## src/hdl/dcc_pkg.sv

```systemverilog
// ----------------------------------------------------------------------------
// dispatch and completion control constants
// ----------------------------------------------------------------------------
package dcc_pkg;

  // count type wide enough for the in-flight total
  typedef logic [3:0] dcc_cnt_t;
  // completion slot index
  typedef logic [2:0] dcc_idx_t;

  // throughput and capacity figures
  localparam dcc_cnt_t DCC_PEAK_IPC     = 4'h3;  // two dispatched plus one folded branch
  localparam dcc_cnt_t DCC_CQ_DEPTH     = 4'h6;  // completion slots
  localparam dcc_cnt_t DCC_INT_RENAMES  = 4'h6;  // integer rename registers
  localparam dcc_cnt_t DCC_FP_RENAMES   = 4'h6;  // floating rename registers
  localparam dcc_cnt_t DCC_MAX_INFLIGHT = 4'hC;  // completion head through sixth dispatch slot
  localparam dcc_cnt_t DCC_MAX_UPD      = 4'h2;  // per-type update limit on dual retire
  localparam dcc_cnt_t DCC_ONE          = 4'h1;
  localparam dcc_cnt_t DCC_TWO          = 4'h2;
  localparam int       DCC_UNITS        = 6;     // unit select width of the free vector

  // update counts per instruction
  localparam logic [1:0] DCC_LDU_INT_DST = 2'h2; // load with update writes two integer registers
  localparam logic [1:0] DCC_ONE_INT_DST = 2'h1;
  localparam logic [1:0] DCC_NO_DST      = 2'h0;

  // reset values
  localparam dcc_idx_t DCC_HEAD_RST  = 3'h0;
  localparam dcc_cnt_t DCC_COUNT_RST = 4'h0;
  localparam logic     DCC_FLAG_RST  = 1'b0;

  // execution unit selector; NONE goes to the completion slots only
  typedef enum logic [2:0] {
    DCC_U_NONE = 3'h0,
    DCC_U_IU1  = 3'h1,
    DCC_U_IU2  = 3'h2,
    DCC_U_FPU  = 3'h3,
    DCC_U_LSU  = 3'h4,
    DCC_U_SRU  = 3'h5
  } dcc_unit_e;

  // branch forms seen by the branch unit
  typedef enum logic [2:0] {
    DCC_B_PLAIN    = 3'h0,
    DCC_B_TO_LINK  = 3'h1,
    DCC_B_TO_COUNT = 3'h2,
    DCC_B_AND_LINK = 3'h3,
    DCC_B_CTR_COND = 3'h4,
    DCC_B_COND     = 3'h5
  } dcc_br_e;

endpackage : dcc_pkg

```

## src/hdl/dcc_dispatch_completion.sv

```systemverilog
`timescale 1ns/1ps
module dcc_dispatch_completion (
  // clock and reset
  input  wire logic               ref_clk_in,
  input  wire logic               srst_in,
  // dispatch slots zero and one, bit n is slot n
  input  wire logic [1:0]         slot_vld_in,
  input  wire dcc_pkg::dcc_unit_e slot0_unit_in,
  input  wire dcc_pkg::dcc_unit_e slot1_unit_in,
  input  wire logic [1:0]         slot_int_dst_in,
  input  wire logic [1:0]         slot_ld_upd_in,
  input  wire logic [1:0]         slot_fp_dst_in,
  input  wire logic [1:0]         slot0_cr_upd_in,
  input  wire logic [1:0]         slot1_cr_upd_in,
  input  wire logic [1:0]         slot_int_ld_in,
  input  wire logic [1:0]         slot_cser_in,
  input  wire logic [1:0]         slot_rser_in,
  input  wire dcc_pkg::dcc_cnt_t  iq_occ_in,
  input  wire logic [5:0]         unit_free_in,
  // dispatch answer
  output logic [1:0]              dispatch_out,
  output dcc_pkg::dcc_idx_t       disp_tag0_out,
  output dcc_pkg::dcc_idx_t       disp_tag1_out,
  // finish reports from the execution units
  input  wire logic [1:0]         finish_vld_in,
  input  wire dcc_pkg::dcc_idx_t  finish_tag0_in,
  input  wire dcc_pkg::dcc_idx_t  finish_tag1_in,
  input  wire logic [1:0]         finish_exc_in,
  // branch unit
  input  wire logic               br_vld_in,
  input  wire dcc_pkg::dcc_br_e   br_kind_in,
  input  wire logic               link_register_avail_in,
  input  wire logic               count_register_avail_in,
  input  wire logic               shadow_link_avail_in,
  input  wire logic               cond_known_in,
  input  wire logic               cond_false_in,
  input  wire logic               cr_resolve_in,
  input  wire logic               flush_in,
  output logic                    fetch_stall_out,
  output logic                    br_fold_out,
  output logic                    exec_hold_out,
  output logic                    pred_unres_out,
  // completion
  output logic [1:0]              retire_out,
  output logic                    head_exc_out,
  output dcc_pkg::dcc_cnt_t       cq_count_out,
  output dcc_pkg::dcc_cnt_t       inflight_out,
  output dcc_pkg::dcc_cnt_t       int_free_out,
  output dcc_pkg::dcc_cnt_t       fp_free_out
);
  import dcc_pkg::*;

  // --------------------------------------------------------------------------
  // helper functions
  // --------------------------------------------------------------------------

  // advance a completion index around the six slots
  function automatic dcc_idx_t dcc_wrap(input dcc_idx_t idx, input dcc_cnt_t add);
    logic [4:0] s;
    s = {2'h0, idx} + {1'b0, add};
    if (s >= {1'b0, DCC_CQ_DEPTH}) begin
      s = s - {1'b0, DCC_CQ_DEPTH};
    end
    return s[2:0];
  endfunction : dcc_wrap

  // distance of a slot from the head
  function automatic dcc_cnt_t dcc_dist(input dcc_idx_t idx, input dcc_idx_t head);
    dcc_cnt_t d;
    d = (idx >= head) ? ({1'b0, idx} - {1'b0, head}) : ({1'b0, idx} + DCC_CQ_DEPTH - {1'b0, head});
    return d;
  endfunction : dcc_dist

  // integer destinations one instruction asks for
  function automatic logic [1:0] dcc_int_need(input logic dst, input logic ldu);
    return ldu ? DCC_LDU_INT_DST : (dst ? DCC_ONE_INT_DST : DCC_NO_DST);
  endfunction : dcc_int_need

  // --------------------------------------------------------------------------
  // state
  // --------------------------------------------------------------------------
  dcc_idx_t   head_r;                    // oldest completion slot
  dcc_cnt_t   count_r;                   // occupied completion slots
  logic       pred_unres_r;              // a predicted branch awaits its condition
  logic [5:0] fin_r;                     // entry finished
  logic [5:0] exc_r;                     // entry raised an exception
  logic [5:0] spec_r;                    // entry follows an unresolved prediction
  logic [5:0] cser_r;                    // entry is completion-serialized
  logic [5:0] intld_r;                   // entry is integer or load
  logic [1:0] intu_r [6];                // integer updates per entry
  logic [1:0] fpu_r  [6];                // floating updates per entry
  logic [1:0] cru_r  [6];                // condition register updates per entry
  logic [5:0] occ;                       // entry holds a live instruction

  // --------------------------------------------------------------------------
  // dispatch decode
  // --------------------------------------------------------------------------
  wire dcc_cnt_t   int_free;             // integer renames free
  wire dcc_cnt_t   fp_free;              // floating renames free
  wire logic [1:0] need0 = dcc_int_need(slot_int_dst_in[0], slot_ld_upd_in[0]);
  wire logic [1:0] need1 = dcc_int_need(slot_int_dst_in[1], slot_ld_upd_in[1]);
  wire dcc_cnt_t   need0_c = {2'h0, need0};
  wire dcc_cnt_t   need01_c = {2'h0, need0} + {2'h0, need1};
  wire dcc_cnt_t   fp0_c = {3'h0, slot_fp_dst_in[0]};
  wire dcc_cnt_t   fp01_c = {3'h0, slot_fp_dst_in[0]} + {3'h0, slot_fp_dst_in[1]};
  wire dcc_cnt_t   cq_free = DCC_CQ_DEPTH - count_r;
  wire logic       cser_busy = |(occ & cser_r & ~fin_r);
  // the two integer units are separate entries, so a pair shares no unit
  wire logic       unit_ok0 = (slot0_unit_in == DCC_U_NONE) | unit_free_in[slot0_unit_in];
  wire logic       unit_ok1 = (slot1_unit_in == DCC_U_NONE)
                             | (unit_free_in[slot1_unit_in] & (slot1_unit_in != slot0_unit_in));

  wire logic disp0 = slot_vld_in[0] & unit_ok0 & (int_free >= need0_c) & (fp_free >= fp0_c)
                   & (cq_free >= DCC_ONE) & ~cser_busy;
  wire logic disp1 = disp0 & ~slot_cser_in[0] & ~slot_rser_in[0] & slot_vld_in[1] & unit_ok1
                   & (int_free >= need01_c) & (fp_free >= fp01_c) & (cq_free >= DCC_TWO);
  wire dcc_cnt_t disp_cnt = {3'h0, disp0} + {3'h0, disp1};
  wire dcc_cnt_t int_take = disp1 ? need01_c : (disp0 ? need0_c : DCC_COUNT_RST);  // integer renames taken now
  wire dcc_idx_t tail0 = dcc_wrap(head_r, count_r);
  wire dcc_idx_t tail1 = dcc_wrap(head_r, count_r + DCC_ONE);

  assign dispatch_out  = {disp1, disp0};
  assign disp_tag0_out = tail0;
  assign disp_tag1_out = tail1;

  // --------------------------------------------------------------------------
  // completion decode
  // --------------------------------------------------------------------------
  wire dcc_idx_t h1 = dcc_wrap(head_r, DCC_ONE);
  wire logic ok0 = (count_r >= DCC_ONE) & fin_r[head_r] & ~spec_r[head_r] & ~exc_r[head_r];
  wire dcc_cnt_t cr_sum  = {2'h0, cru_r[head_r]} + {2'h0, cru_r[h1]};
  wire dcc_cnt_t int_sum = {2'h0, intu_r[head_r]} + {2'h0, intu_r[h1]};
  wire dcc_cnt_t fp_sum  = {2'h0, fpu_r[head_r]} + {2'h0, fpu_r[h1]};
  wire logic ok1 = ok0 & (count_r >= DCC_TWO) & fin_r[h1] & ~spec_r[h1] & ~exc_r[h1] & intld_r[h1]
                 & (cr_sum <= DCC_MAX_UPD) & (int_sum <= DCC_MAX_UPD) & (fp_sum <= DCC_MAX_UPD);
  wire dcc_cnt_t ret_cnt = {3'h0, ok0} + {3'h0, ok1};
  wire dcc_cnt_t int_rel = (ok0 ? {2'h0, intu_r[head_r]} : DCC_COUNT_RST)
                         + (ok1 ? {2'h0, intu_r[h1]} : DCC_COUNT_RST);
  wire dcc_cnt_t fp_rel  = (ok0 ? {2'h0, fpu_r[head_r]} : DCC_COUNT_RST)
                         + (ok1 ? {2'h0, fpu_r[h1]} : DCC_COUNT_RST);

  assign retire_out   = {ok1, ok0};
  // an excepting head never retires here; the exception path flushes
  assign head_exc_out = (count_r >= DCC_ONE) & fin_r[head_r] & exc_r[head_r];
  assign cq_count_out = count_r;
  assign inflight_out = count_r + iq_occ_in;
  assign int_free_out = int_free;
  assign fp_free_out  = fp_free;

  // --------------------------------------------------------------------------
  // branch resolution
  // --------------------------------------------------------------------------
  // resource needs
  wire logic br_ok = (br_kind_in == DCC_B_TO_LINK)  ? link_register_avail_in :
                     (br_kind_in == DCC_B_TO_COUNT) ? count_register_avail_in :
                     (br_kind_in == DCC_B_AND_LINK) ? shadow_link_avail_in :
                     (br_kind_in == DCC_B_CTR_COND) ? (count_register_avail_in | cond_false_in) :
                     (br_kind_in == DCC_B_COND)     ? ~pred_unres_r : 1'b1;
  wire logic br_cond = (br_kind_in == DCC_B_COND) | (br_kind_in == DCC_B_CTR_COND);
  // a conditional branch folded before its condition is known becomes a prediction
  wire logic pred_set = br_vld_in & br_ok & br_cond & ~cond_known_in;

  assign fetch_stall_out = br_vld_in & ~br_ok;
  assign br_fold_out     = br_vld_in & br_ok;
  // hold younger work at a second branch
  assign exec_hold_out   = br_vld_in & pred_unres_r;
  assign pred_unres_out  = pred_unres_r;

  // prediction flag: a new prediction wins over resolution, a squash wins over both
  always_ff @(posedge ref_clk_in) begin
    if (srst_in | flush_in) begin
      pred_unres_r <= DCC_FLAG_RST;
    end else begin
      pred_unres_r <= pred_set | (pred_unres_r & ~cr_resolve_in);
    end
  end

  // --------------------------------------------------------------------------
  // completion slots
  // --------------------------------------------------------------------------
  // head and occupancy; flush empties the slots but keeps the head
  // count held within six
  always_ff @(posedge ref_clk_in) begin
    if (srst_in) begin
      head_r  <= DCC_HEAD_RST;
      count_r <= DCC_COUNT_RST;
    end else if (flush_in) begin
      count_r <= DCC_COUNT_RST;
    end else begin
      head_r  <= dcc_wrap(head_r, ret_cnt);
      count_r <= count_r + disp_cnt - ret_cnt;
    end
  end

  // one set of flags per slot
  for (genvar i = 0; i < 6; i++) begin : g_slot
    wire dcc_idx_t me  = dcc_idx_t'(i);
    wire logic     wr0 = disp0 & (tail0 == me);
    wire logic     wr1 = disp1 & (tail1 == me);
    wire logic     f0  = finish_vld_in[0] & (finish_tag0_in == me);
    wire logic     f1  = finish_vld_in[1] & (finish_tag1_in == me);
    assign occ[i] = dcc_dist(me, head_r) < count_r;

    // status flags; a finish report sets fin, and exc when it flags an exception; a new dispatch, a flush or reset clears them
    always_ff @(posedge ref_clk_in) begin
      if (srst_in | flush_in) begin
        fin_r[i]  <= DCC_FLAG_RST;
        exc_r[i]  <= DCC_FLAG_RST;
        spec_r[i] <= DCC_FLAG_RST;
      end else if (wr0 | wr1) begin
        fin_r[i]  <= DCC_FLAG_RST;
        exc_r[i]  <= DCC_FLAG_RST;
        spec_r[i] <= pred_unres_r;
      end else begin
        fin_r[i]  <= fin_r[i] | f0 | f1;
        exc_r[i]  <= exc_r[i] | (f0 & finish_exc_in[0]) | (f1 & finish_exc_in[1]);
        spec_r[i] <= spec_r[i] & ~cr_resolve_in;
      end
    end

    // instruction attributes captured at dispatch
    always_ff @(posedge ref_clk_in) begin
      if (srst_in) begin
        cser_r[i]  <= DCC_FLAG_RST;
        intld_r[i] <= DCC_FLAG_RST;
        intu_r[i]  <= DCC_NO_DST;
        fpu_r[i]   <= DCC_NO_DST;
        cru_r[i]   <= DCC_NO_DST;
      end else if (wr0) begin
        cser_r[i]  <= slot_cser_in[0];
        intld_r[i] <= slot_int_ld_in[0];
        intu_r[i]  <= need0;
        fpu_r[i]   <= {1'b0, slot_fp_dst_in[0]};
        cru_r[i]   <= slot0_cr_upd_in;
      end else if (wr1) begin
        cser_r[i]  <= slot_cser_in[1];
        intld_r[i] <= slot_int_ld_in[1];
        intu_r[i]  <= need1;
        fpu_r[i]   <= {1'b0, slot_fp_dst_in[1]};
        cru_r[i]   <= slot1_cr_upd_in;
      end
    end
  end

  // --------------------------------------------------------------------------
  // rename pools
  // --------------------------------------------------------------------------
  // integer renames taken at dispatch
  dcc_rename_pool #(.SIZE(DCC_INT_RENAMES)) u_int_pool (
    .ref_clk_in (ref_clk_in),
    .srst_in    (srst_in),
    .flush_in   (flush_in),
    .take_in    (int_take),
    .rel_in     (int_rel),
    .free_out   (int_free)
  );

  dcc_rename_pool #(.SIZE(DCC_FP_RENAMES)) u_fp_pool (
    .ref_clk_in (ref_clk_in),
    .srst_in    (srst_in),
    .flush_in   (flush_in),
    .take_in    (disp1 ? fp01_c : (disp0 ? fp0_c : DCC_COUNT_RST)),
    .rel_in     (fp_rel),
    .free_out   (fp_free)
  );
endmodule : dcc_dispatch_completion

```

## src/hdl/dcc_rename_pool.sv

```systemverilog
`timescale 1ns/1ps
// ----------------------------------------------------------------------------
// rename register free counter
// ----------------------------------------------------------------------------
module dcc_rename_pool #(
  parameter dcc_pkg::dcc_cnt_t SIZE = 4'h6
) (
  // clock and reset
  input  wire logic              ref_clk_in,
  input  wire logic              srst_in,
  // squash returns every register
  input  wire logic              flush_in,
  // registers taken at dispatch and given back at retire
  input  wire dcc_pkg::dcc_cnt_t take_in,
  input  wire dcc_pkg::dcc_cnt_t rel_in,
  // registers free now
  output dcc_pkg::dcc_cnt_t      free_out
);
  import dcc_pkg::*;

  dcc_cnt_t free_r;    // free registers
  dcc_cnt_t free_nxt;  // next free count

  // released registers only show next cycle, keeping the dispatch check off the retire path
  assign free_nxt = flush_in ? SIZE : (free_r - take_in + rel_in);
  assign free_out = free_r;

  // pool starts full
  always_ff @(posedge ref_clk_in) begin
    if (srst_in) begin
      free_r <= SIZE;
    end else begin
      free_r <= free_nxt;
    end
  end
endmodule : dcc_rename_pool

```

## config.mk

```make
export PLATFORM = sky130hd
export DESIGN_NAME = dcc_dispatch_completion
export DESIGN_NICKNAME = d
export VERILOG_FILES = /design/src/hdl/dcc_pkg.sv /design/src/hdl/dcc_dispatch_completion.sv /design/src/hdl/dcc_rename_pool.sv
export SDC_FILE = /design/constraint.sdc
export NUM_CORES = 1
export LEC_CHECK = 0
export ABC_AREA = 1
export BUFFER_PORTS_ARGS = -buffer_cell sky130_fd_sc_hd__buf_4
export CORE_ASPECT_RATIO = 1.1
export CORE_MARGIN = 2
export CORE_UTILIZATION = 39
export CTS_CLUSTER_DIAMETER = 50
export DETAILED_ROUTE_END_ITERATION = 12
export HOLD_SLACK_MARGIN = 0.05
export PLACE_DENSITY = 0.63
export SLEW_MARGIN = 20
export SYNTH_ARGS = -nofsm -noshare
export SYNTH_HDL_FRONTEND = slang
export SYNTH_SLANG_ARGS = --single-unit
export TNS_END_PERCENT = 1
```

## constraint.sdc

```tcl
create_clock -name ref_clk_in -period 13.3 [get_ports ref_clk_in]
set_input_delay 0 -clock ref_clk_in [delete_from_list [all_inputs] [get_ports ref_clk_in]]
set_output_delay 0 -clock ref_clk_in [all_outputs]
set_load 0.01 [all_outputs]
```

Yosys cells after proc, flatten, opt, wreduce, memory -nomap -nowiden
Memory sizes are Yosys's and may differ from the RTL's. A register that Yosys moved wholly into a read port is not among the register bits.
Cells that the tools add are included.
{"block": "totals", "ff_bits": 46, "word_cells": 473, "inputBits": 57, "n_memories": 3, "ram_bits": 30}
{"name": "cru_r", "words": 6, "width": 2, "read_ports": 2, "rd_ports_with_merged_regs": 1, "wr": 6, "line_no": "dcc_dispatch_completion.sv:92", "rtl": "logic [1:0] cru_r [6];"}
{"name": "intu_r", "words": 6, "width": 2, "read_ports": 2, "rd_ports_with_merged_regs": 1, "wr": 6, "line_no": "dcc_dispatch_completion.sv:90", "rtl": "logic [1:0] intu_r [6];"}
{"name": "fpu_r", "words": 6, "width": 1, "read_ports": 2, "rd_ports_with_merged_regs": 1, "wr": 6, "line_no": "dcc_dispatch_completion.sv:91", "rtl": "logic [1:0] fpu_r [6];"}
{"block": "classes", "reduce_logical": 20, "bitwise": 159, "eq_ne": 26, "order_cmp": 31, "n_mux": 161, "addsub": 38}
{"op": "two-way mux 1 bit", "n": 103}
{"op": "AND 1 bit", "n": 73}
{"op": "bitwise OR 1 bit", "n": 72}
{"op": "two-way mux 2 bit", "n": 32}
{"op": "two-way mux 3 bit", "n": 11}
{"op": "== test 3 x 2 -> 1 bit, second input constant", "n": 10}
{"op": "== test 3 bit, second input constant", "n": 10}
{"op": "binary-select mux 1 bit (select 3 bit)", "n": 9}
{"op": "less-than comparator 4 bit", "n": 6}
{"op": "two-way mux 4 bit", "n": 6}
{"op": "adder 2 x 2 -> 3 bit", "n": 6}
{"op": "logical NOT 3 bit", "n": 6}
{"op": "less-than comparator 3 x 4 -> 1 bit, second input constant", "n": 4}
{"op": "subtractor 3 x 3 -> 4 bit, first input constant", "n": 4}
{"op": "subtractor 4 x 3 -> 4 bit, first input constant", "n": 4}
{"op": "== test 3 x 1 -> 1 bit, second input constant", "n": 5}
{"op": "OR reduction 2 bit", "n": 7}
{"op": "AND 6 bit", "n": 2}
{"op": "nonzero test 2 bit", "n": 6}
{"op": "subtractor 3 bit, second input constant", "n": 4}
{"op": "inverter 1 bit", "n": 11}
{"op": "adder 3 x 4 -> 5 bit", "n": 2}
{"op": ">= comparator 5 x 3 -> 1 bit, second input constant", "n": 2}
{"op": "<= comparator 3 x 2 -> 1 bit, second input constant", "n": 3}
{"op": "24 further kinds", "n": 37}

Logic depth before layout (Yosys ltp)
{"block": "depth", "depth_word": 21, "depth_mapped": 33, "mapped_depth_nobuf": 31}

Hierarchy
From an unflattened synthesis, not the netlist that was laid out.
{"block": "hier_totals", "cells_unflattened": 1124, "area_unflattened_um2": 7537.2}
{"module": "dcc_dispatch_completion", "seq_area_each_um2": 1721.7, "area_per_inst_um2": 6779.0, "cells_each": 1012, "instances": 1}
{"module": "dcc_rename_pool", "seq_area_each_um2": 80.1, "area_per_inst_um2": 379.1, "cells_each": 56, "instances": 2}

Least setup slack after synthesis
Ideal clock, no wire load.
{"block": "synth_timing", "path_kind": "register to register", "startpoint": "reg head_r[0]", "endpoint": "reg u_int_pool.free_r[3], in the netlist u_int_pool.free_out[3]", "path_stages_with_launch": 34, "setup_slack_ps": 7425, "arrival_time_ps": 5748, "setup_time_ps": 128, "path_cell_list": "dfxtp_1 > clkbuf_1 > inv_1 > clkbuf_1 > clkbuf_1 > ha_1 > clkbuf_1 > inv_1 > nand3_1 > nand2_1 > inv_2 > o21ai_0 > a21oi_1 > o31ai_1 > inv_1 > ha_1 > inv_1 > fa_1 > inv_1 > a21oi_1 > o221ai_1 > a31oi_1 > nand3_1 > nor2_1 > nand3_1 > fa_1 > inv_1 > fa_1 > ha_1 > inv_1 > fa_1 > xor2_1 > xnor2_1 > nor2_1"}
{"block": "synth_between", "elab_cells_between_ends": 91}
{"element": "start, declared", "line_no": "dcc_dispatch_completion.sv:82", "rtl": "dcc_idx_t head_r;"}
{"element": "start signal, assigned", "line_no": "dcc_dispatch_completion.sv:190", "rtl": "head_r <= dcc_wrap(head_r, ret_cnt);"}
{"element": "branches (longest 12 deep; another with adder 3 x 1 -> 4 bit)"}
{"element": "AND 1 bit (*)", "line_no": "dcc_dispatch_completion.sv:135", "rtl": "& (cr_sum <= DCC_MAX_UPD) & (int_sum <= DCC_MAX_UPD) & (fp_sum <= DCC_MAX_UPD);"}
{"element": "net ok1", "line_no": "dcc_dispatch_completion.sv:134", "rtl": "wire logic ok1 = ok0 & (count_r >= DCC_TWO) & fin_r[h1] & ~spec_r[h1] & ~exc_r[h1] & intld_r[h1]"}
{"element": "two-way mux 2 bit (*)", "line_no": "dcc_dispatch_completion.sv:138", "rtl": "+ (ok1 ? {2'h0, intu_r[h1]} : DCC_COUNT_RST);"}
{"element": "adder 2 x 2 -> 3 bit (*)", "line_no": "dcc_dispatch_completion.sv:138"}
{"element": "adder 4 x 3 -> 4 bit (*)", "line_no": "dcc_rename_pool.sv:25", "rtl": "assign free_nxt = flush_in ? SIZE : (free_r - take_in + rel_in);"}
{"element": "end signal, assigned", "line_no": "dcc_rename_pool.sv:33", "rtl": "free_r <= free_nxt;"}
{"element": "end, declared", "line_no": "dcc_rename_pool.sv:21", "rtl": "dcc_cnt_t free_r;"}
Mark *: on every way through the listed nets, which the timed path passes. The select of a mux whose other input is x is not followed.
A chain may end at the register's enable or synchronous reset.

Worst setup path after layout
{"block": "layout_timing", "startpoint": "reg head_r[2]", "endpoint": "reg u_int_pool.free_r[3], in the netlist u_int_pool.free_out[3]"}
{"block": "layout_between", "elab_chain_cells": 18, "elab_cells_between_ends": 91}
{"element": "subtractor 4 x 3 -> 4 bit, or another cell as far along", "line_no": "dcc_dispatch_completion.sv:70", "rtl": "d = (idx >= head) ? ({1'b0, idx} - {1'b0, head}) : ({1'b0, idx} + DCC_CQ_DEPTH - {1'b0, head});"}
{"element": "two-way mux 4 bit", "line_no": "dcc_dispatch_completion.sv:70"}
{"element": "less-than comparator 4 bit", "line_no": "dcc_dispatch_completion.sv:202", "rtl": "assign occ[i] = dcc_dist(me, head_r) < count_r;"}
{"element": "AND 6 bit (2 in a row)", "line_no": "dcc_dispatch_completion.sv:107", "rtl": "wire logic cser_busy = |(occ & cser_r & ~fin_r);"}
{"element": "OR reduction 6 bit", "line_no": "dcc_dispatch_completion.sv:107"}
{"element": "inverter 1 bit", "line_no": "dcc_dispatch_completion.sv:114", "rtl": "& (cq_free >= DCC_ONE) & ~cser_busy;"}
{"element": "AND 1 bit", "line_no": "dcc_dispatch_completion.sv:114"}
{"element": "AND 1 bit (4 in a row)", "line_no": "dcc_dispatch_completion.sv:115", "rtl": "wire logic disp1 = disp0 & ~slot_cser_in[0] & ~slot_rser_in[0] & slot_vld_in[1] & unit_ok1"}
{"element": "AND 1 bit (3 in a row)", "line_no": "dcc_dispatch_completion.sv:116", "rtl": "& (int_free >= need01_c) & (fp_free >= fp01_c) & (cq_free >= DCC_TWO);"}
{"element": "two-way mux 3 bit", "line_no": "dcc_dispatch_completion.sv:118", "rtl": "wire dcc_cnt_t int_take = disp1 ? need01_c : (disp0 ? need0_c : DCC_COUNT_RST);"}
{"element": "subtractor 4 x 3 -> 4 bit", "line_no": "dcc_rename_pool.sv:25"}
{"element": "adder 4 x 3 -> 4 bit (*)", "line_no": "dcc_rename_pool.sv:25"}
Mark *: on every way between the ends. The rest lies on a longest branch, timed or not. The select of a mux whose other input is x is not followed.

==> qor.yml <==
outcome: "complete, no violations"
fillers: 1888
syn_to_final_growth_pct: 19.31
cts_resized: 0
dr.pass1.iters: 5
regArea_um2: 1882
ant_nets: 0
setup_viol: 0
tightest_slew_ps: 814.6
dr_total_vias: 7056
place_area_um2: 8019
cpPeakStageDelay_ps: 720
final_nets: 1288
grt_max_degree: 38
cpMostUsedCell: "inv_1"
multi_input_area_um2: 4591
cp_max_fo: 14
grt_pass1_wl_mm: 33.94
crit_required_ps: 13500
arrival_ps: 7210
place_inst: 1346
cts_tree: "yes"
power-per-cell-area_nw_per_um2: 76.82
drv_slew: 0
wire_per_inst_um: 15.05
drt_iter0_drc: 469
use_met1_pct: 29.51
r2r_start: "head_r[2]"
grt_pass1_vias: 6664
irDropWorstVdd_v: 0.00006417
grt_overflow: 0
slowest_stage: "dfxtp_1"
syn_inst: 1039
synth_cell_type_count: 49
yosys_warnings: 0
use_met3_pct: 4.097
post-route-period-util_pct: 52.69
antennaDiodeCount: 0
utilization_pct: 46.98
setup_tns_ps: 0
dieArea_um2: 19500
ys_ff_latch: 79
clk_pin_slew_ps: 60
design_area_um2: 8559
synth_nets: 1192
grt_usage_pct: 21.84
gp_congestion: 0.8745
synth_flop_cell: "dfxtp_1"
rsz0062_at_grt: "no"
syn-cell-area_um2: 7174
cap_viol_max_count: 0
antenna_found_initial: 0
path_buf_inv: 8
io_buffers: 85
die_w_um: 133.3
row_count: 52
critPathLaunch: "head_r[2]"
io_pins: 88
skew_ps: 6.766
met2_usage_pct: 35.72
postCtsSetupBuffers: 0
cts_max_level: 3
ys_seq_area_share_pct: 26.23
worstHoldStart: "slot_int_ld_in[0]"
dp_hpwl_mm: 16.53
vias_per_cell: 5.102
p_leak_nw: 4.190
setup_ws_ps: 6292
fin_cells: 1383
root_buffer: "clkbuf_16"
worst_path_dominant_cell_family: "adder cells"
clkSinkCount: 79
initial_core_util_pct: 39.38
clock_latency_ps: 340
busiest_layer: "met2"
clock_path_buffers: 2
die_y_um: 146.3
critPathKind: "register to register"
startpoint_type: "register"
core_area_um2: 18220
wirelength_mm: 20.82
fmax_ghz: 0.1427
hp-class: "input port to register"
avgSynthCellArea_um2: 6.905
route.detailed.drc: 0
pre_cts_ws_ps: 6275
endpoint_kind: "register"
hold_violations: 0
drive_above_1_share_pct: 12.54
cts_made_buffers: 9
async_flop_share_pct: 0
post-route-min-period_ps: 7008
slew_headroom_pct: 45.63
synth-edff-count: 30
## stage by stage
step           total power [W]  hold slack [ps]
2_1_floorplan        0.0003354            98.02
6_report             0.0006575            65.82
5_1_grt              0.0006894            83.75
3_5_place_dp         0.0003787            270.7
3_3_place_gp         0.0003774            270.8
4_1_cts              0.0006616            58.19
## sequential cells by signal, indices dropped and copies added (netlist names), named ones only
| signal | cells |
|---|---|
| cru_r | 12 |
| intu_r | 12 |
| cser_r | 6 |
| exc_r | 6 |
| fin_r | 6 |
| fpu_r | 6 |
| intld_r | 6 |
| spec_r | 6 |
| cq_count_out | 4 |
| u_fp_pool.free_out | 4 |
| u_int_pool.free_out | 4 |
| head_r | 3 |
| pred_unres_out | 1 |
## final cells by class
cell class                 instances  area share [%]
multi-input combinational        782           53.63
clock buffer                      11           2.719
inverter                         153           6.710
tap                              243           3.552
sequential                        79           21.99
timing repair buffer             110           10.26
clock inverter                     5           1.140
## path summary, 6_finish.rpt
path	to	slack, ps	cells past startpoint
worst min register to register	intld_r[4]	480	2
worst min-delay path	intld_r[3]	70	5
worst max-delay path	u_int_pool.free_out[3]	6290	31
worst max register to register	u_int_pool.free_out[3]	6290	31
## where the power goes
| part | switching, W | internal, W |
|---|---|---|
| clock network | 0.0000974 | 0.000182 |
| logic | 0.0000669 | 0.0000452 |
| registers | 0.00000656 | 0.000259 |
| total | 0.000171 | 0.000487 |
## cells in the mapped netlist, types with 4 or more instances
master / instances / share of area [%]
a21o_1: 4 / 0.42
a21oi_1: 48 / 3.3
a221oi_1: 6 / 0.73
buf_4: 4 / 0.42
clkbuf_1: 15 / 0.78
dfxtp_1: 49 / 14
edfxtp_1: 30 / 13
fa_1: 15 / 4.2
ha_1: 81 / 14
inv_1: 142 / 7.4
inv_2: 10 / 0.52
nand2_1: 246 / 13
nand2_2: 9 / 0.78
nand3_1: 61 / 4.3
nand3_2: 4 / 0.56
nand4_1: 23 / 2.0
nor2_1: 120 / 6.3
nor2_4: 6 / 0.94
nor3_1: 25 / 1.7
o211ai_1: 4 / 0.42
o21ai_0: 74 / 5.2
o22ai_1: 4 / 0.35
xnor2_1: 8 / 0.98
xor2_1: 5 / 0.61
## layout by cell type (no fill, tap or decap), types with 3 or more instances in the layout
| cell | n |
|---|---|
| dlygate4sd3_1 | 21 |
| edfxtp_1 | 30 |
| bufinv_16 | 3 |
| nor2_2 | 3 |
| nand2_4 | 3 |
| o211ai_1 | 4 |
| inv_1 | 142 |
| o21bai_1 | 3 |
| nor2_1 | 120 |
| a21o_1 | 4 |
| ha_1 | 81 |
| xor2_1 | 5 |
| a32oi_1 | 3 |
| nand2_2 | 9 |
| xnor2_1 | 8 |
| nand4_1 | 23 |
| o22ai_1 | 4 |
| nor3_1 | 25 |
| clkbuf_16 | 9 |
| o21ai_0 | 74 |
| dfxtp_1 | 49 |
| or2_2 | 3 |
| inv_2 | 10 |
| nand3_2 | 4 |
| nand3_1 | 61 |
| nor2_4 | 6 |
| o31ai_1 | 3 |
| o221ai_1 | 3 |
| fa_1 | 15 |
| clkinv_1 | 3 |
| buf_4 | 89 |
| a221oi_1 | 6 |
| a21oi_1 | 48 |
| nand2_1 | 246 |
## worst reg2reg max path: cells and delay by family (launching register included)
family | cells | cell delay (ps)
AND/OR/NAND/NOR | 8 | 1290
buffers and inverters | 8 | 1130
XOR/XNOR | 2 | 300
AO/OA/AOI/OAI | 6 | 810
flip-flops | 1 | 720
adder cells (fa/ha/maj) | 7 | 2620
## layer usage
metal / share of wire, % / routed length (um) / up-vias
met3: 5.8 / 1217 / 39
met4: 2.3 / 478 / 0
met5: 0 / 0 / -
li1: - / - / 3597
met2: 46 / 9491 / 227
met1: 46 / 9631 / 3193
## cell families after synthesis
group / after synthesis / share of synthesized area (%)
other: 1 / 0.05227
buffers and inverters: 178 / 9.784
adder cells (fa/ha/maj): 96 / 18.31
AND/OR/NAND/NOR: 506 / 30.71
flip-flops: 79 / 26.23
AO/OA/AOI/OAI: 165 / 13.17
multiplexers: 1 / 0.1569
XOR/XNOR: 13 / 1.587
## timing repair
action / CTS / global route
endpoints found under the setup margin: 0 / 0
endpoints found under the hold margin: 28 / 0
hold buffers: 21 / 0
No activity file was read; power rests on OpenSTA's default activity.
